File: config.mk
export PLATFORM = sky130hd
export DESIGN_NAME = wbx_master
export DESIGN_NICKNAME = d
export VERILOG_FILES = /design/src/hw/wbx_pkg.sv /design/src/hw/wbx_master.sv
export SDC_FILE = /design/constraint.sdc
export NUM_CORES = 1
export LEC_CHECK = 0
export BUFFER_PORTS_ARGS = -buffer_cell sky130_fd_sc_hd__clkbuf_2
export CAP_MARGIN = 40
export CELL_PAD_IN_SITES_DETAIL_PLACEMENT = 1
export CELL_PAD_IN_SITES_GLOBAL_PLACEMENT = 2
export CORE_ASPECT_RATIO = 1.75
export CORE_MARGIN = 1.5
export CORE_UTILIZATION = 24
export DETAILED_ROUTE_END_ITERATION = 7
export PLACE_DENSITY = 0.74
export SYNTH_ARGS = -nofsm -noshare
export SYNTH_HDL_FRONTEND = slang
export SYNTH_SLANG_ARGS = --single-unit
File: constraint.sdc
create_clock -name sys_clk -period 1.66 [get_ports sys_clk]
set_clock_uncertainty 0.15 [all_clocks]
set_input_delay 0 -clock sys_clk [delete_from_list [all_inputs] [get_ports sys_clk]]
set_output_delay 0 -clock sys_clk [all_outputs]
set_load 0.01 [all_outputs]
File: src/hw/wbx_pkg.sv
// Package: constants for the wide bus extension master controller
package wbx_pkg;
  localparam int          LO_W      = 32;
  localparam int          HI_W      = 32;
  localparam int          BE_W      = 4;
  localparam logic [3:0]  CMD_DAC   = 4'hD;
  localparam logic [3:0]  BE_NONE   = 4'hF;
  localparam logic [31:0] HI_IDLE   = 32'h0000_0000;
  localparam logic [2:0]  CNT_ONE   = 3'h1;
endpackage
File: src/hw/wbx_master.sv
// Host-side master for the upper 32-bit lanes of a parallel bus agent
// ---------------------------------------------------------------
// Functional notes
// ---------------------------------------------------------------
`timescale 1ns/1ps
module wbx_master (
  // Clock and reset
  input  wire logic        sys_clk,
  input  wire logic        rst,
  // User side
  input  wire logic        start,
  input  wire logic        is_write,
  input  wire logic        use_dac,
  input  wire logic        want64,
  input  wire logic [3:0]  cmd,
  input  wire logic [31:0] addr_hi,
  input  wire logic [31:0] wdata_hi,
  input  wire logic [3:0]  wbe_hi_n,
  input  wire logic        last,
  output logic             busy,
  output logic             wide_ok,
  output logic [31:0]      rdata_hi,
  output logic             rdata_valid,
  output logic             par_err,
  output logic             req64_at_reset,
  // Lower core signals (observed)
  input  wire logic        frame_n,
  input  wire logic        irdy_n,
  input  wire logic        trdy_n,
  input  wire logic        devsel_n,
  // Extension pins
  input  wire logic [31:0] ad_hi_i,
  output logic [31:0]      ad_hi_o,
  output logic             ad_hi_oe_n,
  input  wire logic [3:0]  cbe_hi_n_i,
  output logic [3:0]       cbe_hi_n_o,
  output logic             cbe_hi_oe_n,
  input  wire logic        req64_n_i,
  output logic             req64_n_o,
  output logic             req64_oe_n,
  input  wire logic        ack64_n_i,
  input  wire logic        par64_i,
  output logic             par64_o,
  output logic             par64_oe_n
);
  typedef enum logic [2:0] {
    ST_IDLE = 3'b000,
    ST_ADR1 = 3'b001,
    ST_ADR2 = 3'b010,
    ST_DATA = 3'b011,
    ST_TURN = 3'b100
  } wbx_state_t;

  typedef struct packed {
    wbx_state_t  st;
    logic        wr;
    logic        dac;
    logic        wide;
    logic        ack_seen;
    logic [31:0] ad;
    logic [3:0]  cbe;
    logic        ad_oe_n;
    logic        req_n;
    logic        req_oe_n;
    logic        par;
    logic        par_oe_n;
    logic        chk_pend;
    // Parity owed by the upper lanes of the last wide read word
    logic        rpar;
    logic [31:0] rd;
    logic        rd_v;
    logic        perr;
    logic        strap;
    logic        rst_d;
    logic        strap_done;
  } wbx_reg_t;

  wbx_reg_t r_q, r_d;
  logic     data_xfer;
  logic     rx_par;

  assign data_xfer = !irdy_n && !trdy_n;
  assign rx_par    = ^{ad_hi_i, cbe_hi_n_i};

  // ---------------------------------------------------------------
  // Next state
  // ---------------------------------------------------------------
  always_comb begin
    r_d          = r_q;
    r_d.rd_v     = 1'b0;
    r_d.perr     = 1'b0;
    r_d.rst_d    = rst;
    // Parity trails lanes by one clock, only over driven lanes
    r_d.par      = ^{r_q.ad, r_q.cbe};
    r_d.par_oe_n = r_q.ad_oe_n;
    // Strap sampled at the clock after reset releases
    if (r_q.rst_d && !r_q.strap_done) begin
      r_d.strap      = !req64_n_i;
      r_d.strap_done = 1'b1;
    end
    // Read parity check one clock after each wide read transfer
    r_d.chk_pend = 1'b0;
    // Lanes may already carry the next word, so compare with the latched value
    if (r_q.chk_pend && par64_i != r_q.rpar) begin
      r_d.perr = 1'b1;
    end
    case (r_q.st)
      ST_IDLE: begin
        r_d.ad_oe_n  = 1'b1;
        r_d.req_oe_n = 1'b1;
        if (start && frame_n && irdy_n) begin
          r_d.wr       = is_write;
          r_d.dac      = use_dac;
          r_d.wide     = want64;
          r_d.ack_seen = 1'b0;
          r_d.req_n    = !want64;
          r_d.req_oe_n = 1'b0;
          r_d.ad_oe_n  = 1'b0;
          // Upper lanes hold stable filler outside the address phases of a wide DAC
          r_d.ad  = (use_dac && want64) ? addr_hi : wbx_pkg::HI_IDLE;
          r_d.cbe = (use_dac && want64) ? cmd : wbx_pkg::BE_NONE;
          // Dual cycle only on request, so narrow-only targets never see it
          r_d.st  = use_dac ? ST_ADR1 : ST_ADR2;
        end
      end
      ST_ADR1: begin
        // First address phase of a dual cycle
        r_d.st = ST_ADR2;
      end
      ST_ADR2: begin
        r_d.st = ST_DATA;
        if (r_q.wr && r_q.wide) begin
          r_d.ad  = wdata_hi;
          r_d.cbe = wbe_hi_n;
        end else begin
          r_d.ad_oe_n = 1'b1;
        end
      end
      ST_DATA: begin
        // Width answer is judged once, in the clock that claims the access
        if (!devsel_n && !r_q.ack_seen) begin
          r_d.ack_seen = 1'b1;
          // Target refused width: drop to lower lanes only
          if (ack64_n_i) begin
            r_d.wide    = 1'b0;
            r_d.ad_oe_n = 1'b1;
          end
        end
        if (data_xfer) begin
          if (!r_q.wr && r_q.wide && !ack64_n_i) begin
            r_d.rd       = ad_hi_i;
            r_d.rd_v     = 1'b1;
            r_d.chk_pend = 1'b1;
            r_d.rpar     = rx_par;
          end
          if (r_q.wr && r_q.wide) begin
            r_d.ad  = wdata_hi;
            r_d.cbe = wbe_hi_n;
          end
          if (last) begin
            r_d.req_n = 1'b1;
            r_d.st    = ST_TURN;
          end
        end
      end
      ST_TURN: begin
        // Drive high one clock, then release
        r_d.req_oe_n = 1'b1;
        r_d.ad_oe_n  = 1'b1;
        r_d.st       = ST_IDLE;
      end
      default: r_d.st = ST_IDLE;
    endcase
  end

  always_ff @(posedge sys_clk) begin
    if (rst) begin
      r_q          <= '0;
      r_q.st       <= ST_IDLE;
      r_q.cbe      <= wbx_pkg::BE_NONE;
      r_q.ad_oe_n  <= 1'b1;
      r_q.req_n    <= 1'b1;
      r_q.req_oe_n <= 1'b1;
      r_q.par_oe_n <= 1'b1;
      r_q.rst_d    <= 1'b1;
    end else begin
      r_q <= r_d;
    end
  end

  // ---------------------------------------------------------------
  // Outputs: ad_hi and cbe_hi_n share one enable, req64 and par64 have their own
  // ---------------------------------------------------------------
  assign ad_hi_o        = r_q.ad;
  assign ad_hi_oe_n     = r_q.ad_oe_n;
  assign cbe_hi_n_o     = r_q.cbe;
  assign cbe_hi_oe_n    = r_q.ad_oe_n;
  assign req64_n_o      = r_q.req_n;
  assign req64_oe_n     = r_q.req_oe_n;
  assign par64_o        = r_q.par;
  assign par64_oe_n     = r_q.par_oe_n;
  assign busy           = (r_q.st != ST_IDLE);
  assign wide_ok        = r_q.wide;
  assign rdata_hi       = r_q.rd;
  assign rdata_valid    = r_q.rd_v;
  assign par_err        = r_q.perr;
  assign req64_at_reset = r_q.strap;

  // ---------------------------------------------------------------
  // Checks
  // ---------------------------------------------------------------
  chk_par_even: assert property (@(posedge sys_clk) disable iff (rst)
    !$past(r_q.ad_oe_n) |-> (par64_o == ^$past({ad_hi_o, cbe_hi_n_o})))
    else $error("upper parity not even");
  chk_par_trail: assert property (@(posedge sys_clk) disable iff (rst)
    $fell(ad_hi_oe_n) |=> $fell(par64_oe_n))
    else $error("parity enable does not trail lanes");
  chk_req_release: assert property (@(posedge sys_clk) disable iff (rst)
    (r_q.st == ST_TURN) |=> req64_oe_n ##1 1'b1)
    else $error("width request not released after turn");
  chk_dac_cmd: assert property (@(posedge sys_clk) disable iff (rst)
    (r_q.st == ST_IDLE && start && frame_n && irdy_n && use_dac && want64)
      |=> (cbe_hi_n_o == $past(cmd) && !cbe_hi_oe_n))
    else $error("dual cycle command missing");
  chk_fallback: assert property (@(posedge sys_clk) disable iff (rst)
    (r_q.st == ST_DATA && !devsel_n && !r_q.ack_seen && ack64_n_i) |=> !wide_ok)
    else $error("no fall back to narrow lanes");
  chk_perr_flag: assert property (@(posedge sys_clk) disable iff (rst)
    (r_q.chk_pend && par64_i != r_q.rpar) |=> par_err)
    else $error("parity mismatch not flagged");
  chk_read_hiz: assert property (@(posedge sys_clk) disable iff (rst)
    (r_q.st == ST_DATA && !r_q.wr) |-> ad_hi_oe_n)
    else $error("master drives lanes on read");
  chk_rd_wide: assert property (@(posedge sys_clk) disable iff (rst)
    rdata_valid |-> ($past(!ack64_n_i) && $past(data_xfer)))
    else $error("upper data taken without width ack");

  // ---------------------------------------------------------------
  // Lane contents per phase
  // ---------------------------------------------------------------
  chk_dac_addr: assert property (@(posedge sys_clk) disable iff (rst)
    (r_q.st == ST_IDLE && start && frame_n && irdy_n && use_dac && want64)
      |=> (ad_hi_o == $past(addr_hi)))
    else $error("high address half missing");
  chk_idle_filler: assert property (@(posedge sys_clk) disable iff (rst)
    (r_q.st == ST_IDLE && start && frame_n && irdy_n && !use_dac)
      |=> (ad_hi_o == wbx_pkg::HI_IDLE && cbe_hi_n_o == wbx_pkg::BE_NONE))
    else $error("upper lanes not at filler value");
  chk_wr_data: assert property (@(posedge sys_clk) disable iff (rst)
    (r_q.st == ST_ADR2 && r_q.wr && r_q.wide) |=> (ad_hi_o == $past(wdata_hi)))
    else $error("upper write word not on lanes");
  chk_wr_be: assert property (@(posedge sys_clk) disable iff (rst)
    (r_q.st == ST_ADR2 && r_q.wr && r_q.wide) |=> (cbe_hi_n_o == $past(wbe_hi_n)))
    else $error("upper byte enables not on lanes");
  chk_rd_word: assert property (@(posedge sys_clk) disable iff (rst)
    rdata_valid |-> (rdata_hi == $past(ad_hi_i)))
    else $error("upper read word not taken from lanes");

  // ---------------------------------------------------------------
  // Ownership and hand-back of the extension pins
  // ---------------------------------------------------------------
  chk_par_hold: assert property (@(posedge sys_clk) disable iff (rst)
    $rose(ad_hi_oe_n) |-> !par64_oe_n)
    else $error("parity released with its lanes");
  chk_req_turn: assert property (@(posedge sys_clk) disable iff (rst)
    (r_q.st == ST_TURN) |-> req64_n_o)
    else $error("width request still asserted in turn");
  chk_idle_release: assert property (@(posedge sys_clk) disable iff (rst)
    (r_q.st == ST_IDLE) |-> req64_oe_n)
    else $error("width request driven while idle");
  chk_strap_once: assert property (@(posedge sys_clk) disable iff (rst)
    $past(r_q.strap_done) |-> $stable(req64_at_reset))
    else $error("reset width strap changed after capture");
  chk_narrow_lanes: assert property (@(posedge sys_clk) disable iff (rst)
    (r_q.st == ST_DATA && r_q.ack_seen && !wide_ok) |-> ad_hi_oe_n)
    else $error("upper lanes driven after narrow answer");

  cov_dac:    cover property (@(posedge sys_clk) r_q.st == ST_ADR1);
  cov_wrd64:  cover property (@(posedge sys_clk) r_q.wr && wide_ok && data_xfer);
  cov_rd64:   cover property (@(posedge sys_clk) rdata_valid);
  cov_narrow: cover property (@(posedge sys_clk) r_q.ack_seen && !wide_ok);
  cov_perr:   cover property (@(posedge sys_clk) par_err);
endmodule

* After elaboration in Yosys (flattened, before gate mapping) *
Cells that the tools add are included.

word-level totals
  word-level logic and storage cells = 94
  register bits after elaboration = 87

cells by class
  bitwise operators = 2
  mux-type cells = 25
  equal/unequal tests = 11
  reductions and logical operators = 36

operators with widths
  operator              number
  $pmux W36 S3          1
  $mux W36              2
  $reduce_xor A36 Y1    2
  $mux W46              1
  $mux W35              1
  $mux W32              1
  $ne A2 B2 Y1 const B  6
  $pmux W3 S4           1
  $reduce_and A3 Y1     4
  $reduce_and A4 Y1     3
  $logic_and A1 B1 Y1   10
  $logic_not A1 Y1      9
  $mux W1               8
  $eq A3 B2 Y1 const B  2
  $mux W2               3
  $mux W3               2
  $reduce_bool A3 Y1    2
  $mux W4               1
  $pmux W1 S2           2
  $pmux W1 S4           1
  $pmux W2 S2           1
  $reduce_bool A2 Y1    2
  $reduce_bool A4 Y1    1
  $eq A3 B1 Y1 const B  1
  other kinds (6)       7

* Depth between registers and ports, before layout *
Gate-level depths: netlist (run 1).

  depth after elaboration = 4
  mapped depth = 7
  gate-level depth less buffers = 6

* Least setup slack after synthesis (run 1) *
No wires, ideal clock.

  kind = reg-to-reg
  start = register r_q[85] in the netlist's numbering
  end = register r_q, in the netlist ad_hi_o[23]
  slack = -0.029 ns
  stages on the path, launching flop included = 6
  arrival = 1.391 ns
  path buffers = 2
  setup time = 0.148 ns
  clock period less this slack = 1.689 ns
  cell sequence = dfxtp_1 > or3_1 > a21oi_4 > buf_6 > buf_6 > a211oi_1

between the ends
  longest elaborated chain between the ends = 3
  elaborated cells between the ends (all ways) = 8

RTL lines
  what                                                                 line               text
  start: declaration                                                   wbx_master.sv:78   wbx_reg_t r_q, r_d;
  start signal: assignment                                             wbx_master.sv:187  r_q <= r_d;
  $eq A3 B2 Y1 or $logic_not A3 Y1 (tied branches)                     wbx_master.sv:107  case (r_q.st)
  $ne A2 B2 Y1 (no source line) or $reduce_bool A3 Y1 (tied branches)  -
  $reduce_and A3 Y1 (no source line)                                   -

Several ways; a longest one is shown, not always the timed one.
A chain may end at the register's enable or synchronous reset.

* Worst setup path after layout (run 1) *
  start = register r_q, in the netlist ad_hi_o[10]
  end = register r_q, in the netlist par64_o

between the ends
  longest elaborated chain between the ends = 1

RTL lines
  what                line              text
  $reduce_xor A36 Y1  wbx_master.sv:94  r_d.par = ^{r_q.ad, r_q.cbe};

Every way passes these cells.

==> summary.log, run 1 <==
INFO  final_layout   final_util=0.425
INFO  clock_tree     cts-buffers-inserted=9
INFO  yosys          syn-cell-area=4620squm
INFO  yosys          synth_edf_count=0
INFO  yosys          postSynthNetCount=646
INFO  place          placed_cells=933
INFO  setup_path     ordered_list_of_cells_on_the_worst_path=xnor2_1, xnor2_1, xnor2_1, xnor3_1, xnor2_1, nor2_1
INFO  setup_path     worst_path_most_repeated_cell=xnor2_1
INFO  place          preCtsSetupSlack=-291ps
INFO  flow_run       cap_violations=0
INFO  final_layout   fillerInstances=2,197
INFO  pwr            max-vdd-ir-drop=0.559mV
INFO  run_status     violations=setup timing
INFO  timing         setup_slack=-200ps
INFO  final_layout   area.growth.synth_to_final=75.0%
INFO  final_layout   final_layout_size_suffix_gt1_frac=0.483
INFO  pwr            leakagePower=0.00339uW
INFO  pwr            intPower=4570uW
INFO  route          routed_wirelength=18,600microns
INFO  yosys          post-synth-top-area-fraction=0.368
INFO  global_route   grt_first_pass_wirelength=26,700microns
INFO  final_layout   multi_input_area=2630squm
INFO  final_layout   final-seq-area=1710squm
INFO  yosys          synth_warnings=0
INFO  floorplan      fp.dieH=187microns
INFO  run_status     run_status=finished with violations
INFO  setup_path     critPathKind=reg -> reg
INFO  final_layout   layoutNonFillerInstCount=1,076
INFO  global_route   grtUsageMet2=0.337
INFO  timing         max_freq=538MHz
INFO  global_route   first_global_vias=5,423
INFO  pwr            power_switching_share=0.280
INFO  global_route   globalRouteOverflowTotal=0
INFO  pwr            pwr-share-clk=0.354
INFO  global_route   grt_antenna_before_repair=1
INFO  setup_path     cp.required=1730ps
INFO  place          port-buffer-count=200
INFO  route          drtAntennaViolNets=0
INFO  route          drt_iter0_markers=156
INFO  global_route   globalRouteMet3Util=0.0412
INFO  final_layout   layout_common_cells=clkbuf_2, dlygate4sd3_1, dfxtp_1, nand2_1, buf_4
INFO  yosys          postSynth.topFlopCell=dfxtp_1
INFO  clock_tree     cts-root-buf=clkbuf_16
INFO  setup_path     critPathLaunchType=flop
INFO  final_layout   mostFrequentLayoutCell=clkbuf_2
INFO  timing         post-route-period-util=1.12
INFO  floorplan      die_area=20,100squm
INFO  yosys          number_of_distinct_standard_cells_referenced_by_the_synthesized_netlist=35
INFO  setup_path     largest_stage_delay_on_the_critical_path=410ps
INFO  yosys          syn_area_per_cell=8.81squm
INFO  global_route   grt_max_degree=42
INFO  floorplan      core_area=19,000squm
INFO  yosys          ys_top_cells_by_area=dfxtp_1, xnor2_1, buf_4
INFO  timing         timing.max_slew.rel_slack=0.613
INFO  timing         layout_min_cycle_time=1860ps
INFO  timing         hold_violation_count_in_the_final_report=0
INFO  pwr            power=6350uW
INFO  timing         worst-slew-pin-transition=581ps
INFO  setup_path     crit_arrival=1930ps
INFO  place          gpl_wtd_cong=0.730
INFO  final_layout   finalNetCount=951
INFO  pwr            power-per-cell-area=786nW/um^2
INFO  pwr            seq_power_share=0.344
INFO  timing         grt_setup_unrepaired=yes
INFO  pwr            power_switching=1780uW
INFO  global_route   grt_usage=0.170
INFO  setup_path     critical_path.max_fanout=2
INFO  setup_path     setup.worst_path.end_class=flop
INFO  clock_tree     clock_sinks=85
INFO  timing         drv_slew=0
INFO  clock_tree     clock_transition_at_the_registers_of_the_reported_paths=70ps
INFO  global_route   use_met1=0.158
INFO  floorplan      initial_standard_cell_utilization_of_the_core=0.243
INFO  global_route   grt_most_used_layer=met2
INFO  yosys          postSynthRegisterBits=85
INFO  clock_tree     cts.htree.levels=3
INFO  yosys          synth.yosys.seq_area_share=0.368
INFO  route          drtPass1Iterations=4
INFO  place          hpwlAfterDp=10,800microns
INFO  floorplan      rows=67
INFO  pwr            power.share.combinational=0.302
INFO  yosys          asyncSetResetFlopFracSynth=0
INFO  clock_tree     clock_tree_from_tritoncts=done
INFO  floorplan      ios=201
INFO  route          detail_route.vias_per_cell=4.54
INFO  yosys          synth_largest_area_cell=dfxtp_1
INFO  route          drc=0
INFO  clock_tree     ctsLongestPathBuffers=2
INFO  route          post_dr_wirelength_cell=17.3microns
INFO  setup_path     critical_path.top_delay_family=XOR/XNOR gates
INFO  yosys          syn-instance-count=524
INFO  clock_tree     clock_latency_of_the_later_clocked_register_in_the_worst_skew_pair=340ps
INFO  setup_path     timing.critical_path.buf_inv=0
INFO  timing         finalSetupViolCount=32
INFO  hold_path      min_path_type=in -> reg
INFO  floorplan      dieWidth=108microns
INFO  setup_path     critical_path.slowest_cell=xnor3_1
INFO  route          number_of_vias_after_detailed_routing=4,882
## cell usage after synthesis (2+ instances only)
master    count
buf_6         7
xnor3_1       2
a211oi_1      3
xnor2_1      61
nor2_1       51
or3_1         2
a21oi_1      36
xor2_1        6
nor3b_1       2
dfxtp_1      85
or2_2         3
clkbuf_1     16
a22oi_1      32
o21ai_0      11
a211oi_2     31
nand2b_1      5
o21bai_1      2
buf_4        69
nand3_1       5
buf_2         7
nand2_1      73
nor2b_1       2
## state kept, by name (all words and copies together) (netlist names)
name	cells
wide_ok	1
par64_o	1
par64_oe_n	1
r_q	9
req64_oe_n	1
par_err	1
req64_n_o	1
rdata_hi	32
req64_at_reset	1
cbe_hi_n_o	4
ad_hi_o	32
ad_hi_oe_n	1
## power by group through the flow
stage | registers [uW] | clock network, uW | logic [uW]
final | 2180 | 2250 | 1920
after global routing | 2190 | 2400 | 2040
after CTS | 2180 | 2330 | 1720
after detailed placement | 2220 | 0 | 1410
after global placement | 2210 | 0 | 1380
after floorplan | 2220 | 0 | 908
## metrics by stage
stage / TNS [ps] / hold WS (ps) / cell area [sq um]
after floorplan: 0 / -122 / 4620
final: -3130 / 15.1 / 8080
after global placement: -916 / 34.3 / 5830
after detailed placement: -1660 / 41.4 / 5830
after CTS: -1480 / 7.70 / 7550
after global routing: -4750 / 33.6 / 8080
## path summary, 6_finish.rpt
check	startpoint	to	slack (ps)	depth (start not counted)
worst max register to register	ad_hi_o[10]	par64_o	-200	6
worst max-delay path	ad_hi_o[10]	par64_o	-200	6
worst min-delay path	rst	rdata_hi[9]	20	2
worst min register to register	rdata_hi[17]	rdata_hi[17]	310	2
## cells by family (layout without fill, tap and decap cells)
family | after synthesis | count (layout) | synth area share
AO/OA/AOI/OAI | 120 | 120 | 0.206
XOR/XNOR | 69 | 69 | 0.137
buffers and inverters | 100 | 410 | 0.151
flip-flops | 85 | 85 | 0.368
multiplexers | 1 | 1 | 0.00217
other | 0 | 1 | 0
AND/OR/NAND/NOR | 149 | 149 | 0.136
## layout make-up
class,count,area share
Sequential cell,85,0.212
Clock inverter,5,0.0104
Timing Repair Buffer,393,0.384
Antenna cell,1,0.000310
Tap cell,241,0.0373
Clock buffer,11,0.0300
Multi-Input combinational cell,339,0.326
Inverter,1,0.000465
## repair_timing
item,CTS,global route
resized for setup,33,98
setup buffers,3,4
setup endpoints to repair,55,71
gates cloned,5,6
endpoints found under the hold margin,78,1
hold buffers,113,1
pin swaps,16,41
## routing by layer
metal	part of all wire	up-vias
met5	0	-
met1	0.35	2337
met2	0.55	193
li1	-	2306
met3	0.054	46
met4	0.041	0
Power figures use the tool's default switching activity.
==> inputs of run 2 (changes only) <==
--- a/config.mk
+++ b/config.mk
@@ -14,6 +14,7 @@
 export CORE_UTILIZATION = 24
 export DETAILED_ROUTE_END_ITERATION = 7
 export PLACE_DENSITY = 0.74
+export SKIP_CTS_REPAIR_TIMING = 1
 export SYNTH_ARGS = -nofsm -noshare
 export SYNTH_HDL_FRONTEND = slang
 export SYNTH_SLANG_ARGS = --single-unit
==> run 2 against run 1 <==
The flow finishes with violations (hold timing, setup timing). Global-route usage shrank 3.6 points. Final cell count rose by 0.65%. Design area fell by 2.2%. Die area stayed put. Total power fell by 2.2%. Sequential power hardly changed. Maximum frequency increased by 0.79%. Register-to-register slack barely moved. Utilization is 0.95 points lower. Highest routed layer unchanged.
==> summary.log, run 2 (synthesis gave the netlist of run 1 again) <==
INFO  run_status     run_status=finished with violations
INFO  run_status     violations=hold timing, setup timing
INFO  floorplan      initial_standard_cell_utilization_of_the_core=0.243
INFO  global_route   first_global_vias=4,543
INFO  place          dpl-instance-area=5830squm
INFO  floorplan      rows=67
INFO  route          drtAntennaViolNets=0
INFO  global_route   grt_max_degree=52
INFO  timing         timing.max_slew.rel_slack=0.607
INFO  setup_path     critical_path.max_fanout=2
INFO  setup_path     crit_arrival=1900ps
INFO  setup_path     timing.reg2reg.worst_path_depth=6
INFO  floorplan      die_area=20,100squm
INFO  final_layout   fin_area=7900squm
INFO  route          routed-wl-met3=1080microns
INFO  route          drc=0
INFO  place          hpwlAfterDp=10,800microns
INFO  setup_path     r2r_setup_slack=-190ps
INFO  place          placed_cells=933
INFO  final_layout   final_layout_size_suffix_gt1_frac=0.472
INFO  place          port-buffer-count=200
INFO  setup_path     setup.worst_path.end_class=flop
INFO  final_layout   final_util=0.415
INFO  setup_path     cp.required=1710ps
INFO  clock_tree     cts-buffers-inserted=9
INFO  final_layout   fillerInstances=2,238
INFO  hold_path      timing.hold.worst_path_depth=1
INFO  route          drt_iter0_markers=117
INFO  route          post_dr_wirelength_cell=17.3microns
INFO  floorplan      ios=201
INFO  global_route   grt_usage=0.135
INFO  clock_tree     clock_sinks=85
INFO  pwr            leakagePower=0.00328uW
INFO  final_layout   finalNetCount=958
INFO  global_route   grt_first_pass_wirelength=21,400microns
INFO  route          routed_wirelength=18,700microns
INFO  final_layout   layoutNonFillerInstCount=1,083
INFO  flow_run       cap_violations=0
INFO  clock_tree     clock_latency_of_the_later_clocked_register_in_the_worst_skew_pair=340ps
INFO  setup_path     critPathKind=reg -> reg
INFO  route          drtPass1Iterations=4
INFO  timing         max_freq=542MHz
INFO  global_route   globalRouteOverflowTotal=0
INFO  route          number_of_vias_after_detailed_routing=4,861
INFO  global_route   grt_antenna_before_repair=1
INFO  route          dr_wl_met2=10,500microns
INFO  clock_tree     ctsLongestPathBuffers=2
INFO  timing         finalSetupViolCount=37
INFO  floorplan      core_area=19,000squm
INFO  setup_path     critPathLaunchType=flop
INFO  clock_tree     clock_tree_from_tritoncts=done
INFO  pwr            max-vdd-ir-drop=0.532mV
INFO  timing         grt_setup_unrepaired=yes
INFO  timing         setup_slack=-186ps
INFO  timing         hold_violation_count_in_the_final_report=3
INFO  clock_tree     clock_transition_at_the_registers_of_the_reported_paths=70ps
INFO  final_layout   layout_common_cells=clkbuf_2, dlygate4sd3_1, dfxtp_1, nand2_1, buf_4
INFO  final_layout   mostFrequentLayoutCell=clkbuf_2
INFO  route          highest_layer=met4
INFO  floorplan      fp.dieH=187microns
INFO  timing         hold_ws=-42.6ps
INFO  route          detail_route.vias_per_cell=4.49
INFO  hold_path      min_path_type=in -> reg
INFO  clock_tree     cts.htree.levels=3
INFO  place          gpl_wtd_cong=0.730
INFO  timing         worst-slew-pin-transition=590ps
INFO  pwr            power-per-cell-area=786nW/um^2
INFO  final_layout   area.growth.synth_to_final=71.0%
INFO  clock_tree     cts-root-buf=clkbuf_16
INFO  floorplan      dieWidth=108microns
INFO  timing         drv_slew=0
INFO  route          m1WireLength=6340microns
INFO  timing         post-route-period-util=1.11
INFO  timing         layout_min_cycle_time=1850ps
run 2: worst paths after layout:
path                                    from      endpoint
worst max-delay path             ad_hi_o[12]       par64_o
worst min-delay path                     rst        r_q[1]
worst max register to register   ad_hi_o[12]       par64_o
worst min register to register  rdata_hi[17]  rdata_hi[17]
run 2: cell type report:
class | count | area (sq um) | area share
clock inverters | 5 | 83.8 | 0.0106
inverters | 1 | 3.75 | 0.000475
multi-input cells | 339 | 2460 | 0.312
well taps | 241 | 302 | 0.0382
diodes | 1 | 2.50 | 0.000317
flip-flops and latches | 85 | 1710 | 0.217
repair buffers | 400 | 3090 | 0.391
clock buffers | 11 | 243 | 0.0307
run 2: metrics by stage:
step                      total power, uW  worst slack (ps)  hold WS [ps]  setup TNS [ps]
after floorplan                      3130              15.7          -122               0
after global placement               3590              -253          34.3            -916
after detailed placement             3620              -291          41.4           -1660
after CTS                            5910              -313          -332           -2810
after global routing                 6510              -267         -36.6           -4820
final                                6210              -186         -42.6           -2320
run 2: worst max-delay path, stage by stage (launching register included):
cell,delay [ps]
dfxtp_1,340
xnor2_2,150
xnor2_1,280
xnor2_1,170
xnor3_1,420
xnor2_1,150
nor2_1,50
run 2: layer usage:
layer	vias up	GRT usage
li1	2324	-
met1	2304	0.131
met2	187	0.267
met3	46	0.0370
met4	0	0.0400
met5	-	0
run 2: power by group:
part           switching, uW  internal [uW]
Combinational            763           1020
Sequential              62.5           2120
Clock                    879           1360
